**src/include/dmt_pkg.sv**
```systemverilog
// Constants and state type for the dual mode timer/counter block
`default_nettype none
package dmt_pkg;
  // Core clock rate
  localparam int unsigned CORE_CLOCK_HZ = 125_000_000;

  // Special function register addresses
  localparam logic [7:0] ADDR_CONTROL  = 8'h88;
  localparam logic [7:0] ADDR_MODE     = 8'h89;
  localparam logic [7:0] ADDR_LOW_0    = 8'h8A;
  localparam logic [7:0] ADDR_LOW_1    = 8'h8B;
  localparam logic [7:0] ADDR_HIGH_0   = 8'h8C;
  localparam logic [7:0] ADDR_HIGH_1   = 8'h8D;
  localparam logic [7:0] ADDR_LOW_2    = 8'hCC;
  localparam logic [7:0] ADDR_HIGH_2   = 8'hCD;

  // Control register bit positions
  localparam int unsigned BIT_FLAG_1 = 7;
  localparam int unsigned BIT_RUN_1  = 6;
  localparam int unsigned BIT_FLAG_0 = 5;
  localparam int unsigned BIT_RUN_0  = 4;

  // Mode register field positions, timer 1 in the upper nibble
  localparam int unsigned BIT_GATE_1   = 7;
  localparam int unsigned BIT_SOURCE_1 = 6;
  localparam int unsigned MODE_1_LSB   = 4;
  localparam int unsigned BIT_GATE_0   = 3;
  localparam int unsigned BIT_SOURCE_0 = 2;
  localparam int unsigned MODE_0_LSB   = 0;

  // Counter modes
  typedef enum logic [1:0] {
    DMT_MODE_13     = 2'b00,
    DMT_MODE_16     = 2'b01,
    DMT_MODE_RELOAD = 2'b10,
    DMT_MODE_SPLIT  = 2'b11
  } dmt_mode_t;

  // Prescaler terminal counts, divide by 4 and by 12
  localparam logic [1:0] DIV4_LAST  = 2'h3;
  localparam logic [3:0] DIV12_LAST = 4'hB;

  // Value of every control and count register after reset
  localparam logic [7:0] RESET_BYTE = 8'h00;

  // Whole state of the block
  typedef struct packed {
    logic [2:0]  ev_meta;
    logic [2:0]  ev_sync;
    logic [2:0]  ev_prev;
    logic [1:0]  gate_meta;
    logic [1:0]  gate_sync;
    logic        flag1;
    logic        run1;
    logic        flag0;
    logic        run0;
    logic [7:0]  mode;
    logic [7:0]  low0;
    logic [7:0]  high0;
    logic [7:0]  low1;
    logic [7:0]  high1;
    logic [15:0] count2;
    logic [1:0]  div4;
    logic [3:0]  div12;
    logic [2:0]  pulse;
    logic [7:0]  rdata;
  } dmt_state_t;
endpackage
`default_nettype wire

```
**src/hw/dmt_timer.sv**
```systemverilog
// Timer/counter block: timers 0 and 1 with four modes, plain timer 2
`default_nettype none
module dmt_timer
  import dmt_pkg::*;
(
  input  wire logic       sys_clk_in,
  input  wire logic       resetn_in,
  input  wire logic [7:0] sfr_addr_in,
  input  wire logic [7:0] sfr_wdata_in,
  input  wire logic       sfr_write_in,
  input  wire logic       sfr_read_in,
  output logic      [7:0] sfr_rdata_out,
  input  wire logic       event_pin_0_in,
  input  wire logic       event_pin_1_in,
  input  wire logic       event_pin_2_in,
  input  wire logic       ext_irq_pin_0_in,
  input  wire logic       ext_irq_pin_1_in,
  input  wire logic       rate_select_0_in,
  input  wire logic       rate_select_1_in,
  input  wire logic       timer2_run_in,
  input  wire logic       timer2_source_in,
  input  wire logic       timer2_out_enable_in,
  input  wire logic       irq_ack_0_in,
  input  wire logic       irq_ack_1_in,
  output logic            overflow_pulse_0_out,
  output logic            overflow_pulse_1_out,
  output logic            overflow_pulse_2_out,
  output logic            overflow_pulse_2_oe_out
);
  import dmt_pkg::*;

  dmt_state_t st;
  dmt_state_t next_st;

  logic        tick4;
  logic        tick12;
  logic [2:0]  fall;
  logic        pre0;
  logic        pre1;
  logic        src0;
  logic        src1;
  logic        src2;
  logic        open0;
  logic        open1;
  logic        split0;
  logic        wr_cnt0;
  logic        wr_cnt1;
  logic        wr_cnt2;
  logic        inc0;
  logic        inc0h;
  logic        inc1;
  logic        inc2;
  logic [16:0] step0;
  logic [16:0] step1;
  logic        ovf0;
  logic        ovf0h;
  logic        ovf1;
  logic        ovf2;
  logic [7:0]  rd_mux;
  dmt_mode_t   mode0;
  dmt_mode_t   mode1;

  // One increment of a timer in modes 0 to 2; returns {overflow, high, low}.
  // Mode 3 returns the count unchanged, which is what stops timer 1.
  function automatic logic [16:0] dmt_step(input dmt_mode_t  m,
                                           input logic [7:0] lo,
                                           input logic [7:0] hi);
    logic [13:0] s13;
    logic [16:0] s16;
    logic [8:0]  s8;
    s13 = {1'b0, hi, lo[4:0]} + 14'h0001;
    s16 = {1'b0, hi, lo} + 17'h00001;
    s8  = {1'b0, lo} + 9'h001;
    case (m)
      // 13-bit counter layout; upper low bits simply keep their value
      DMT_MODE_13:     dmt_step = {s13[13], s13[12:5], lo[7:5], s13[4:0]};
      DMT_MODE_16:     dmt_step = s16;
      // reload low byte from high byte
      DMT_MODE_RELOAD: dmt_step = {s8[8], hi, (s8[8] ? hi : s8[7:0])};
      default:         dmt_step = {1'b0, hi, lo};
    endcase
  endfunction

  assign mode0  = dmt_mode_t'(st.mode[MODE_0_LSB +: 2]);
  assign mode1  = dmt_mode_t'(st.mode[MODE_1_LSB +: 2]);
  assign split0 = (mode0 == DMT_MODE_SPLIT);

  // prescaler ticks from the free running dividers
  assign tick4  = (st.div4 == DIV4_LAST);
  assign tick12 = (st.div12 == DIV12_LAST);

  // falling edges seen only on the second synchroniser stage
  assign fall = st.ev_prev & ~st.ev_sync;

  // clock source choice; a low rate select keeps the /12 default
  assign pre0 = rate_select_0_in ? tick4 : tick12;
  assign pre1 = rate_select_1_in ? tick4 : tick12;
  assign src0 = st.mode[BIT_SOURCE_0] ? fall[0] : pre0;
  assign src1 = st.mode[BIT_SOURCE_1] ? fall[1] : pre1;
  assign src2 = timer2_source_in ? fall[2] : tick12;

  // gate opens only while the synchronised interrupt pin is high
  assign open0 = ~st.mode[BIT_GATE_0] | st.gate_sync[0];
  assign open1 = ~st.mode[BIT_GATE_1] | st.gate_sync[1];

  // A software write to a count byte takes priority over that cycle's step
  assign wr_cnt0 = sfr_write_in & (sfr_addr_in == ADDR_LOW_0 || sfr_addr_in == ADDR_HIGH_0);
  assign wr_cnt1 = sfr_write_in & (sfr_addr_in == ADDR_LOW_1 || sfr_addr_in == ADDR_HIGH_1);
  assign wr_cnt2 = sfr_write_in & (sfr_addr_in == ADDR_LOW_2 || sfr_addr_in == ADDR_HIGH_2);

  assign inc0  = st.run0 & open0 & src0 & ~wr_cnt0;
  // split high byte: prescaled clock only, timer 1 run bit
  assign inc0h = split0 & st.run1 & pre0 & ~wr_cnt0;
  // with timer 0 split, timer 1 is switched by its mode bits alone
  assign inc1  = (split0 | st.run1) & open1 & src1 & ~wr_cnt1;
  // timer 2 is an up counter only
  assign inc2  = timer2_run_in & src2 & ~wr_cnt2;

  assign step0 = dmt_step(mode0, st.low0, st.high0);
  assign step1 = dmt_step(mode1, st.low1, st.high1);

  // overflow of timer 0 depends on split mode
  assign ovf0  = inc0 & (split0 ? (st.low0 == 8'hFF) : step0[16]);
  assign ovf0h = inc0h & (st.high0 == 8'hFF);
  assign ovf1  = inc1 & step1[16];
  assign ovf2  = inc2 & (st.count2 == 16'hFFFF);

  // byte wide read access to the registers
  always_comb begin
    case (sfr_addr_in)
      ADDR_CONTROL: rd_mux = {st.flag1, st.run1, st.flag0, st.run0, 4'h0};
      ADDR_MODE:    rd_mux = st.mode;
      ADDR_LOW_0:   rd_mux = st.low0;
      ADDR_HIGH_0:  rd_mux = st.high0;
      ADDR_LOW_1:   rd_mux = st.low1;
      ADDR_HIGH_1:  rd_mux = st.high1;
      ADDR_LOW_2:   rd_mux = st.count2[7:0];
      ADDR_HIGH_2:  rd_mux = st.count2[15:8];
      default:      rd_mux = 8'h00;
    endcase
  end

  // Next state of the whole block
  always_comb begin
    next_st = st;
    // Synchronisers: first stage feeds only the second
    next_st.ev_meta   = {event_pin_2_in, event_pin_1_in, event_pin_0_in};
    next_st.ev_sync   = st.ev_meta;
    next_st.ev_prev   = st.ev_sync;
    next_st.gate_meta = {ext_irq_pin_1_in, ext_irq_pin_0_in};
    next_st.gate_sync = st.gate_meta;
    // dividers run straight from the core clock
    next_st.div4  = st.div4 + 2'h1;
    next_st.div12 = tick12 ? 4'h0 : st.div12 + 4'h1;

    // Count updates
    if (inc0) begin
      if (split0) begin
        next_st.low0 = st.low0 + 8'h01;
      end else begin
        next_st.high0 = step0[15:8];
        next_st.low0  = step0[7:0];
      end
    end
    if (inc0h) begin
      next_st.high0 = st.high0 + 8'h01;
    end
    if (inc1) begin
      next_st.high1 = step1[15:8];
      next_st.low1  = step1[7:0];
    end
    if (inc2) begin
      next_st.count2 = st.count2 + 16'h0001;
    end

    // Register writes
    if (sfr_write_in) begin
      case (sfr_addr_in)
        ADDR_CONTROL: begin
          next_st.flag1 = sfr_wdata_in[BIT_FLAG_1];
          next_st.run1  = sfr_wdata_in[BIT_RUN_1];
          next_st.flag0 = sfr_wdata_in[BIT_FLAG_0];
          next_st.run0  = sfr_wdata_in[BIT_RUN_0];
        end
        ADDR_MODE:   next_st.mode = sfr_wdata_in;
        ADDR_LOW_0:  next_st.low0 = sfr_wdata_in;
        ADDR_HIGH_0: next_st.high0 = sfr_wdata_in;
        ADDR_LOW_1:  next_st.low1 = sfr_wdata_in;
        ADDR_HIGH_1: next_st.high1 = sfr_wdata_in;
        ADDR_LOW_2:  next_st.count2[7:0] = sfr_wdata_in;
        ADDR_HIGH_2: next_st.count2[15:8] = sfr_wdata_in;
        default: begin
          next_st.mode = st.mode;
        end
      endcase
    end

    // vectoring clears the flag, a same-cycle overflow still sets it
    if (irq_ack_0_in) begin
      next_st.flag0 = 1'b0;
    end
    if (irq_ack_1_in) begin
      next_st.flag1 = 1'b0;
    end
    if (ovf0) begin
      next_st.flag0 = 1'b1;
    end
    // split high byte borrows the timer 1 flag
    if (split0 ? ovf0h : ovf1) begin
      next_st.flag1 = 1'b1;
    end

    // one-cycle overflow pulses; timer 1 and 2 pulses feed the baud logic
    next_st.pulse = {ovf2, ovf1, ovf0};

    // Read data is captured so the bus sees a registered value
    if (sfr_read_in) begin
      next_st.rdata = rd_mux;
    end
  end

  // State register; reset forces every field to zero
  always_ff @(posedge sys_clk_in) begin
    if (!resetn_in) begin
      st <= '0;
    end else begin
      st <= next_st;
    end
  end

  assign sfr_rdata_out           = st.rdata;
  assign overflow_pulse_0_out    = st.pulse[0];
  assign overflow_pulse_1_out    = st.pulse[1];
  // timer 2 output pin is driven only while enabled
  assign overflow_pulse_2_out    = st.pulse[2] & timer2_out_enable_in;
  assign overflow_pulse_2_oe_out = timer2_out_enable_in;

  // Checks kept beside the logic they guard
  a_pulse_single: assert property (@(posedge sys_clk_in) disable iff (!resetn_in)
    overflow_pulse_0_out |=> !overflow_pulse_0_out)
    else $error("overflow pulse 0 held longer than one clock");

  a_mode0_wrap: assert property (@(posedge sys_clk_in) disable iff (!resetn_in)
    (mode0 == DMT_MODE_13 && inc0 && st.high0 == 8'hFF && st.low0[4:0] == 5'h1F)
    |=> (st.high0 == 8'h00 && st.low0[4:0] == 5'h00 && st.flag0 && overflow_pulse_0_out))
    else $error("mode 0 wrap did not clear count and raise flag");

  a_mode1_wrap: assert property (@(posedge sys_clk_in) disable iff (!resetn_in)
    (mode1 == DMT_MODE_16 && inc1 && {st.high1, st.low1} == 16'hFFFF && !irq_ack_1_in)
    |=> ({st.high1, st.low1} == 16'h0000 && overflow_pulse_1_out && (split0 || st.flag1)))
    else $error("mode 1 wrap misbehaved");

  a_reload_value: assert property (@(posedge sys_clk_in) disable iff (!resetn_in)
    (mode0 == DMT_MODE_RELOAD && inc0 && st.low0 == 8'hFF)
    |=> (st.low0 == $past(st.high0) && st.flag0))
    else $error("mode 2 reload did not load high byte");

  a_run_hold: assert property (@(posedge sys_clk_in) disable iff (!resetn_in)
    (!st.run0 && !wr_cnt0) |=> (st.low0 == $past(st.low0)))
    else $error("timer 0 low byte moved while stopped");

  a_gate_hold: assert property (@(posedge sys_clk_in) disable iff (!resetn_in)
    (st.mode[BIT_GATE_1] && !st.gate_sync[1] && !wr_cnt1)
    |=> $stable({st.high1, st.low1}))
    else $error("gated timer 1 advanced with pin low");

  a_stop_mode: assert property (@(posedge sys_clk_in) disable iff (!resetn_in)
    (mode1 == DMT_MODE_SPLIT && !wr_cnt1) |=> $stable({st.high1, st.low1}))
    else $error("timer 1 counted in mode 3");

  a_flag_wins: assert property (@(posedge sys_clk_in) disable iff (!resetn_in)
    (ovf0 && irq_ack_0_in) |=> st.flag0)
    else $error("overflow lost against vector clear");

  a_up_count: assert property (@(posedge sys_clk_in) disable iff (!resetn_in)
    inc2 |=> (st.count2 == $past(st.count2) + 16'h0001))
    else $error("timer 2 did not count up by one");

  a_div_twelve: assert property (@(posedge sys_clk_in) disable iff (!resetn_in)
    (tick12 && $past(resetn_in, 12)) |-> ($past(tick12, 12) && !$past(tick12, 6)))
    else $error("divide by twelve spacing wrong");

  a_edge_step: assert property (@(posedge sys_clk_in) disable iff (!resetn_in)
    (st.mode[BIT_SOURCE_0] && !st.mode[BIT_GATE_0] && st.run0 && !split0
     && mode0 == DMT_MODE_16 && fall[0] && !wr_cnt0)
    |=> ({st.high0, st.low0} == $past({st.high0, st.low0}) + 16'h0001))
    else $error("event edge did not advance count by one");

  a_split_high: assert property (@(posedge sys_clk_in) disable iff (!resetn_in)
    (split0 && !st.run1 && !wr_cnt0) |=> $stable(st.high0))
    else $error("split high byte counted without timer 1 run");

  // Pulse 1 feeds the baud logic, so a stretched pulse would double a baud tick
  a_pulse_single_1: assert property (@(posedge sys_clk_in) disable iff (!resetn_in)
    overflow_pulse_1_out
    |=> !overflow_pulse_1_out)
    else $error("overflow pulse 1 held longer than one clock");

  a_pulse_single_2: assert property (@(posedge sys_clk_in) disable iff (!resetn_in)
    overflow_pulse_2_out
    |=> !overflow_pulse_2_out)
    else $error("overflow pulse 2 held longer than one clock");

  // Split high byte wraps to zero and reports through the timer 1 flag
  a_split_flag: assert property (@(posedge sys_clk_in) disable iff (!resetn_in)
    (split0 && ovf0h)
    |=> (st.flag1 && st.high0 == 8'h00))
    else $error("split high byte wrap did not raise the timer 1 flag");

  // Divide by four must tick evenly; a skipped tick slows every fast timer
  a_div_four: assert property (@(posedge sys_clk_in) disable iff (!resetn_in)
    (tick4 && $past(resetn_in, 4))
    |-> ($past(tick4, 4) && !$past(tick4, 2)))
    else $error("divide by four spacing wrong");
endmodule
`default_nettype wire

```
**config.mk**
```make
export PLATFORM = sky130hd
export DESIGN_NAME = dmt_timer
export DESIGN_NICKNAME = d
export VERILOG_FILES = /design/src/include/dmt_pkg.sv /design/src/hw/dmt_timer.sv
export SDC_FILE = /design/constraint.sdc
export NUM_CORES = 1
export LEC_CHECK = 0
export ABC_AREA = 1
export BUFFER_PORTS_ARGS = -buffer_cell sky130_fd_sc_hd__buf_2
export CORE_ASPECT_RATIO = 2
export CORE_MARGIN = 5
export CORE_UTILIZATION = 53
export DETAILED_ROUTE_END_ITERATION = 6
export PLACE_DENSITY = 0.77
export SLEW_MARGIN = 5
export SYNTH_ARGS = -nofsm -noshare
export SYNTH_HDL_FRONTEND = slang
export SYNTH_SLANG_ARGS = --single-unit
```
**constraint.sdc**
```tcl
create_clock -name sys_clk_in -period 3.9 [get_ports sys_clk_in]
set_clock_uncertainty 0.15 [all_clocks]
set_input_delay 0.585 -clock sys_clk_in [delete_from_list [all_inputs] [get_ports sys_clk_in]]
set_output_delay 0.585 -clock sys_clk_in [all_outputs]
set_load 0.05 [all_outputs]
```
; ---- Word level (Yosys, flattened, before mapping)
; Index checks and enable logic that the tools add are counted.
[totals]
latch_bits = 0
mem_count = 0
ramBits = 0
ff_bits = 90
wordCells = 123
romBits = 0
[classes]
div = 0
n_shift = 0
n_reduce_logical = 14
muxes = 31
n_bitwise = 30
addsub = 11
n_mul = 0
eq_ne = 18
magnitude_cmp = 0
[ops]
columns = op, count
row1 = 17-bit one-hot mux with 3 select lines, 2
row2 = 8-bit 2-to-1 mux, 12
row3 = 8-bit == test (second input constant), 10
row4 = 8-bit one-hot mux with 8 select lines, 1
row5 = 60-bit 2-to-1 mux, 1
row6 = 16-bit 2-to-1 mux, 3
row7 = 16-bit by 1-bit adder with 17-bit output (second input constant), 2
row8 = 13-bit by 1-bit adder with 14-bit output (second input constant), 2
row9 = 1-bit AND, 19
row10 = 8-bit by 1-bit adder with 9-bit output (second input constant), 2
row11 = 16-bit by 1-bit adder with 16-bit output (second input constant), 1
row12 = 8-bit by 1-bit adder with 8-bit output (second input constant), 2
row13 = 16-bit == test (second input constant), 1
row14 = 3-bit nonzero test, 4
row15 = 1-bit 2-to-1 mux, 11
row16 = 2-bit == test (second input constant), 4
row17 = 2-bit AND reduction, 4
row18 = 1-bit inverter, 6
row19 = 4-bit by 1-bit adder with 4-bit output (second input constant), 1
row20 = 2-bit by 1-bit == test with 1-bit output (second input constant), 2
row21 = 4-bit == test (second input constant), 1
row22 = 2-bit logical NOT, 2
row23 = 4-bit 2-to-1 mux, 1
row24 = 3-bit AND, 1
row25 = 5 further kinds, 9

; ---- Longest topological paths before layout
[logic_depth]
depth_word = 11
mapped_depth = 14
ltp_nobuf = 12

; ---- Worst setup path after synthesis
; Ideal clock, no wire load.
[synth_path]
path_kind = in2reg
startpoint = input port sfr_addr_in[4]
endpoint = register st[17] (netlist bit)
t_arrival_ns = 1.734
path_slack_ns = 1.903
required_ns = 3.637
path_stages = 10
path_cell_list = inv_1 -> nand2_1 -> nor2_1 -> nand2_4 -> nand2_2 -> a21oi_4 -> buf_6 -> xor2_1 -> o21ai_1 -> inv_1
[synth_between]
elab_chain_len = 8
elab_cells_between_ends = 9
classes_between = eq/ne (2) / mux (3) / bitwise (3) / reduce/logical (1)
[synth_rtl]
columns = item, line_no
row1 = start: declaration, dmt_timer.sv:8  ; input wire logic [7:0] sfr_addr_in,
row2 = "8-bit == test, on equally long branches", "dmt_timer.sv:109, dmt_timer.sv:178"
row3 = 1-bit logical OR, dmt_timer.sv:109  ; assign wr_cnt2 = sfr_write_in & (sfr_addr_in == ADDR_LOW_2 || sfr_addr_in == ADDR_HIGH_2);
row4 = 1-bit AND, dmt_timer.sv:109
row5 = 1-bit inverter, dmt_timer.sv:117  ; assign inc2 = timer2_run_in & src2 & ~wr_cnt2;
row6 = 1-bit AND, dmt_timer.sv:117
row7 = 16-bit 2-to-1 mux, dmt_timer.sv:172  ; if (inc2) begin
row8 = 8-bit 2-to-1 mux, dmt_timer.sv:178  ; case (sfr_addr_in)
row9 = 60-bit 2-to-1 mux *, dmt_timer.sv:177  ; if (sfr_write_in) begin
row10 = end signal: assignment, dmt_timer.sv:227  ; st <= next_st;
row11 = end: declaration, dmt_timer.sv:32  ; dmt_state_t st;
; Mark *: on every way between the ends. The rest lies on a longest branch, timed or not. The select of a mux whose other input is x is not followed.
; A chain may end at the register's enable or synchronous reset.

; ---- Worst setup path in the final report
[layout_path]
startpoint = register st[57] (netlist bit)
endpoint = register st[57] (netlist bit)
[layout_between]
elab_chain_len = 7
elab_cells_between_ends = 10
classes_between = add/sub (4) / mux (6)
[layout_rtl]
columns = item, line_no
row1 = 8-bit by 1-bit adder with 9-bit output, dmt_timer.sv:73  ; s8 = {1'b0, lo} + 9'h001;
row2 = 8-bit 2-to-1 mux, dmt_timer.sv:79  ; DMT_MODE_RELOAD: dmt_step = {s8[8], hi, (s8[8] ? hi : s8[7:0])};
row3 = 17-bit one-hot mux with 3 select lines, dmt_timer.sv:74  ; case (m)
row4 = 8-bit 2-to-1 mux, dmt_timer.sv:158  ; if (split0) begin
row5 = 16-bit 2-to-1 mux *, dmt_timer.sv:157  ; if (inc0) begin
row6 = 8-bit 2-to-1 mux, dmt_timer.sv:178
row7 = 60-bit 2-to-1 mux *, dmt_timer.sv:177
; Marked as above.

==> run_results.csv <==
group,metric,value,unit
status,outcome,"complete, no violations",
cts,cts.repair.resized,0,
min_path,min_path_cells,3,
setup_path,critPathLaunch,"st[57]",
logic_synthesis,ys_top_cells_by_area,"dfxtp_1 (28%), nand2_1 (16%), inv_1 (8.6%)",
setup_path,rr_startpoint,"st[57]",
pwr,p_leak,0.00327,µW
setup_path,cp_slowest_stage_delay,440,ps
cts,clock_tree.buffer_depth,2,
cts,htree_levels,3,
cts,numCtsBuffers,9,
final_layout,fin_util,57.8,%
job,maxCapViolations,0,
sta,finalMaxSlewViolations,0,
sta,setup_tns,0,ps
setup_path,cp-end-kind,"register",
final_layout,synthToLayoutAreaGrowth,7.75,%
route,vias_per_cell,5.82,
setup_path,crit_chain,"ha_1, nand2_1, nor2_4, nand2_2, inv_2, nand3_1, o21ai_0, o21ai_1, nand2_1, nor2_1",
logic_synthesis,synth_top_area_share,27.7,%
logic_synthesis,synth_edf_count,0,
logic_synthesis,synth_largest_area_cell,"dfxtp_1",
die,die_w,88.3,µm
route,drtIter0Drc,589,
setup_path,slowest_stage,"dfxtp_1",
route,detail_route.wirelength,21900,µm
min_path,worstHoldStart,"event_pin_1_in",
cts,cts-hold-fix-buffers,0,
place,dp_hpwl,16600,µm
global_route,grt_pass1_vias,6893,
final_layout,antenna_cells,0,
setup_path,ff2ff_path_depth,10,
final_layout,fin_nets,1125,
setup_path,worstPathArrival,2480,ps
route,drt-pass1-iter-count,5,
cts,post_cts_buffers,0,
global_route,grt_usage,29.9,%
cts,cts_tree,"done",
cts,cts-root-buf,"clkbuf_16",
global_route,grt_max_degree,33,
global_route,grt_pass1_wl,34400,µm
logic_synthesis,synth_fp_nets,1104,
setup_path,r2r_slack,1510,ps
sta,hold_viol_final,0,
setup_path,timing.rr.end,"st[57]",
die,rows,57,
route,drc_errors,0,
setup_path,worst-setup-path-type,"reg -> reg",
logic_synthesis,ys_seq_elements,90,
die,initial_core_util,53.7,%
sta,worst_pin_slew,672,ps
sta,finalSetupViolCount,0,
logic_synthesis,seq_area_frac_synth,27.7,%
route,antenna_left,0,
logic_synthesis,yosysWarnings,0,
cts,clock_sinks,90,
logic_synthesis,async_flop_share,0,%
logic_synthesis,avgSynthCellArea,6.10,µm²
die,die_h,167,µm
min_path,min_to,"next_st[85]",
final_layout,drive_gt1_share,11.2,%
place,place.gp.congestion,1.04,
pwr,max-vdd-ir-drop,233,µV
setup_path,cp-start-kind,"register",
setup_path,path_delay_family,"simple AND/OR/NAND/NOR gates",
pwr,power.density,281,nW/µm²
global_route,antenna_found_initial,0,
route,post_drt_wl_per_cell,17.6,µm
sta,fin_crit_sh,61.2,%
die,die_area,14700,µm²
min_path,min_path_type,"in -> reg",
cts,insertion_delay,350,ps
logic_synthesis,synth_common_cells,"nand2_1 (269), inv_1 (149), nor2_1 (93), nand3_1 (92), dfxtp_1 (90)",
logic_synthesis,ys_types,42,
route,via_count,7207,
place,io_buffers,43,
logic_synthesis,yosysMostFrequentCell,"nand2_1",
cts,clkTransAtPathRegs,70,ps
sta,grt_setup_unrepaired,"no",
sta,slew_headroom,55.1,%
logic_synthesis,syn-instance-count,1066,
global_route,grt.overflow.total,0,
setup_path,worstPathRequired,3990,ps
die,io_pins,44,
die,coreArea,12100,µm²
setup_path,worstPathMaxFanout,10,
sta,fmax,419,MHz
setup_path,crit_top_cell,"nand2_1",
logic_synthesis,syn_area,6510,µm²
logic_synthesis,synth_top_flop_cell,"dfxtp_1",
sta,period_needed,2390,ps
setup_path,path_buf_inv,1,
## registers in the layout (all words and copies together) (netlist names)
register,count
mode0,2
mode1,2
next_st,8
overflow_pulse_0_out,1
overflow_pulse_1_out,1
sfr_rdata_out,8
st,68
## report_power, final
| part | switching (µW) | leakage [µW] | total [µW] | internal (µW) |
|---|---|---|---|---|
| Combinational | 83.2 | 0.00240 | 116 | 33.3 |
| Clock | 409 | 0.000145 | 916 | 507 |
| Sequential | 6.62 | 0.000728 | 937 | 930 |
## final cells by class
cell class / count / area, µm²
clock buffer: 10 / 229
clock inverter: 6 / 75.1
fill: 1288 / 5110
inverter: 160 / 603
multi-input combinational: 779 / 3870
sequential: 90 / 1800
tap: 147 / 184
timing repair buffer: 47 / 245
## how the worst max path moves through the flow
stage / endpoint / cells past startpoint
global route: st[22] / 10
CTS: st[57] / 10
detailed placement: st[50] / 8
floorplan: st[17] / 10
global placement: st[22] / 12
finish: st[57] / 10
## per-layer routing
| metal | GRT usage [%] | wire, µm | share of wire (%) |
|---|---|---|---|
| met1 | 31.7 | 7780 | 36 |
| met2 | 50.9 | 10900 | 50 |
| met3 | 4.00 | 1180 | 5.4 |
| met4 | 23.8 | 2050 | 9.4 |
| met5 | 0 | 0 | 0 |
## logic make-up (layout without fill, tap and decap cells)
group / count (synthesis) / in the layout / synth area share, %
AO/OA/AOI/OAI: 228 / 228 / 19.0
buffers and inverters: 197 / 223 / 12.8
AND/OR/NAND/NOR: 527 / 527 / 37.0
XOR/XNOR: 18 / 18 / 2.42
adder cells (fa/ha/maj): 6 / 6 / 1.15
flip-flops: 90 / 90 / 27.7
## cells in the final DEF, fill, tap and decap left out, types with 2 or more instances in the layout
master	instances
nor2_2	7
dfxtp_1	90
inv_2	9
or2_2	3
o21ai_1	18
nand2_4	11
a31oi_1	5
nand3_1	92
nor2_4	9
o211ai_1	5
o22ai_1	22
xor2_1	16
buf_2	43
nor3_1	12
inv_1	149
a21oi_2	3
ha_1	6
clkbuf_16	9
nand2_2	10
clkinv_4	2
buf_4	4
a21oi_1	83
a211oi_1	3
o21ai_0	85
nand4_1	12
xnor2_1	2
nand2_1	269
nand3b_1	3
nor2_1	93
## through the flow
| stage | cells | setup WS, ps | power, µW | hold slack [ps] | instance area [µm²] |
|---|---|---|---|---|---|
| 6_report | 1239 | 1510 | 1970 | 260 | 7010 |
| 5_1_grt | 1239 | 1350 | 2020 | 268 | 7010 |
| 4_1_cts | 1239 | 1570 | 1970 | 261 | 7010 |
| 3_5_place_dp | 1223 | 1400 | 1070 | 248 | 6710 |
| 3_3_place_gp | 1223 | 1460 | 1070 | 242 | 6710 |
| 2_1_floorplan | 1066 | 1900 | 1020 | 240 | 6510 |
## tightest hold or removal path, cell delays in order
cell,delay (ps)
buf_2,70
nand2_1,40
inv_1,40
No activity file was read; power rests on OpenSTA's default activity.
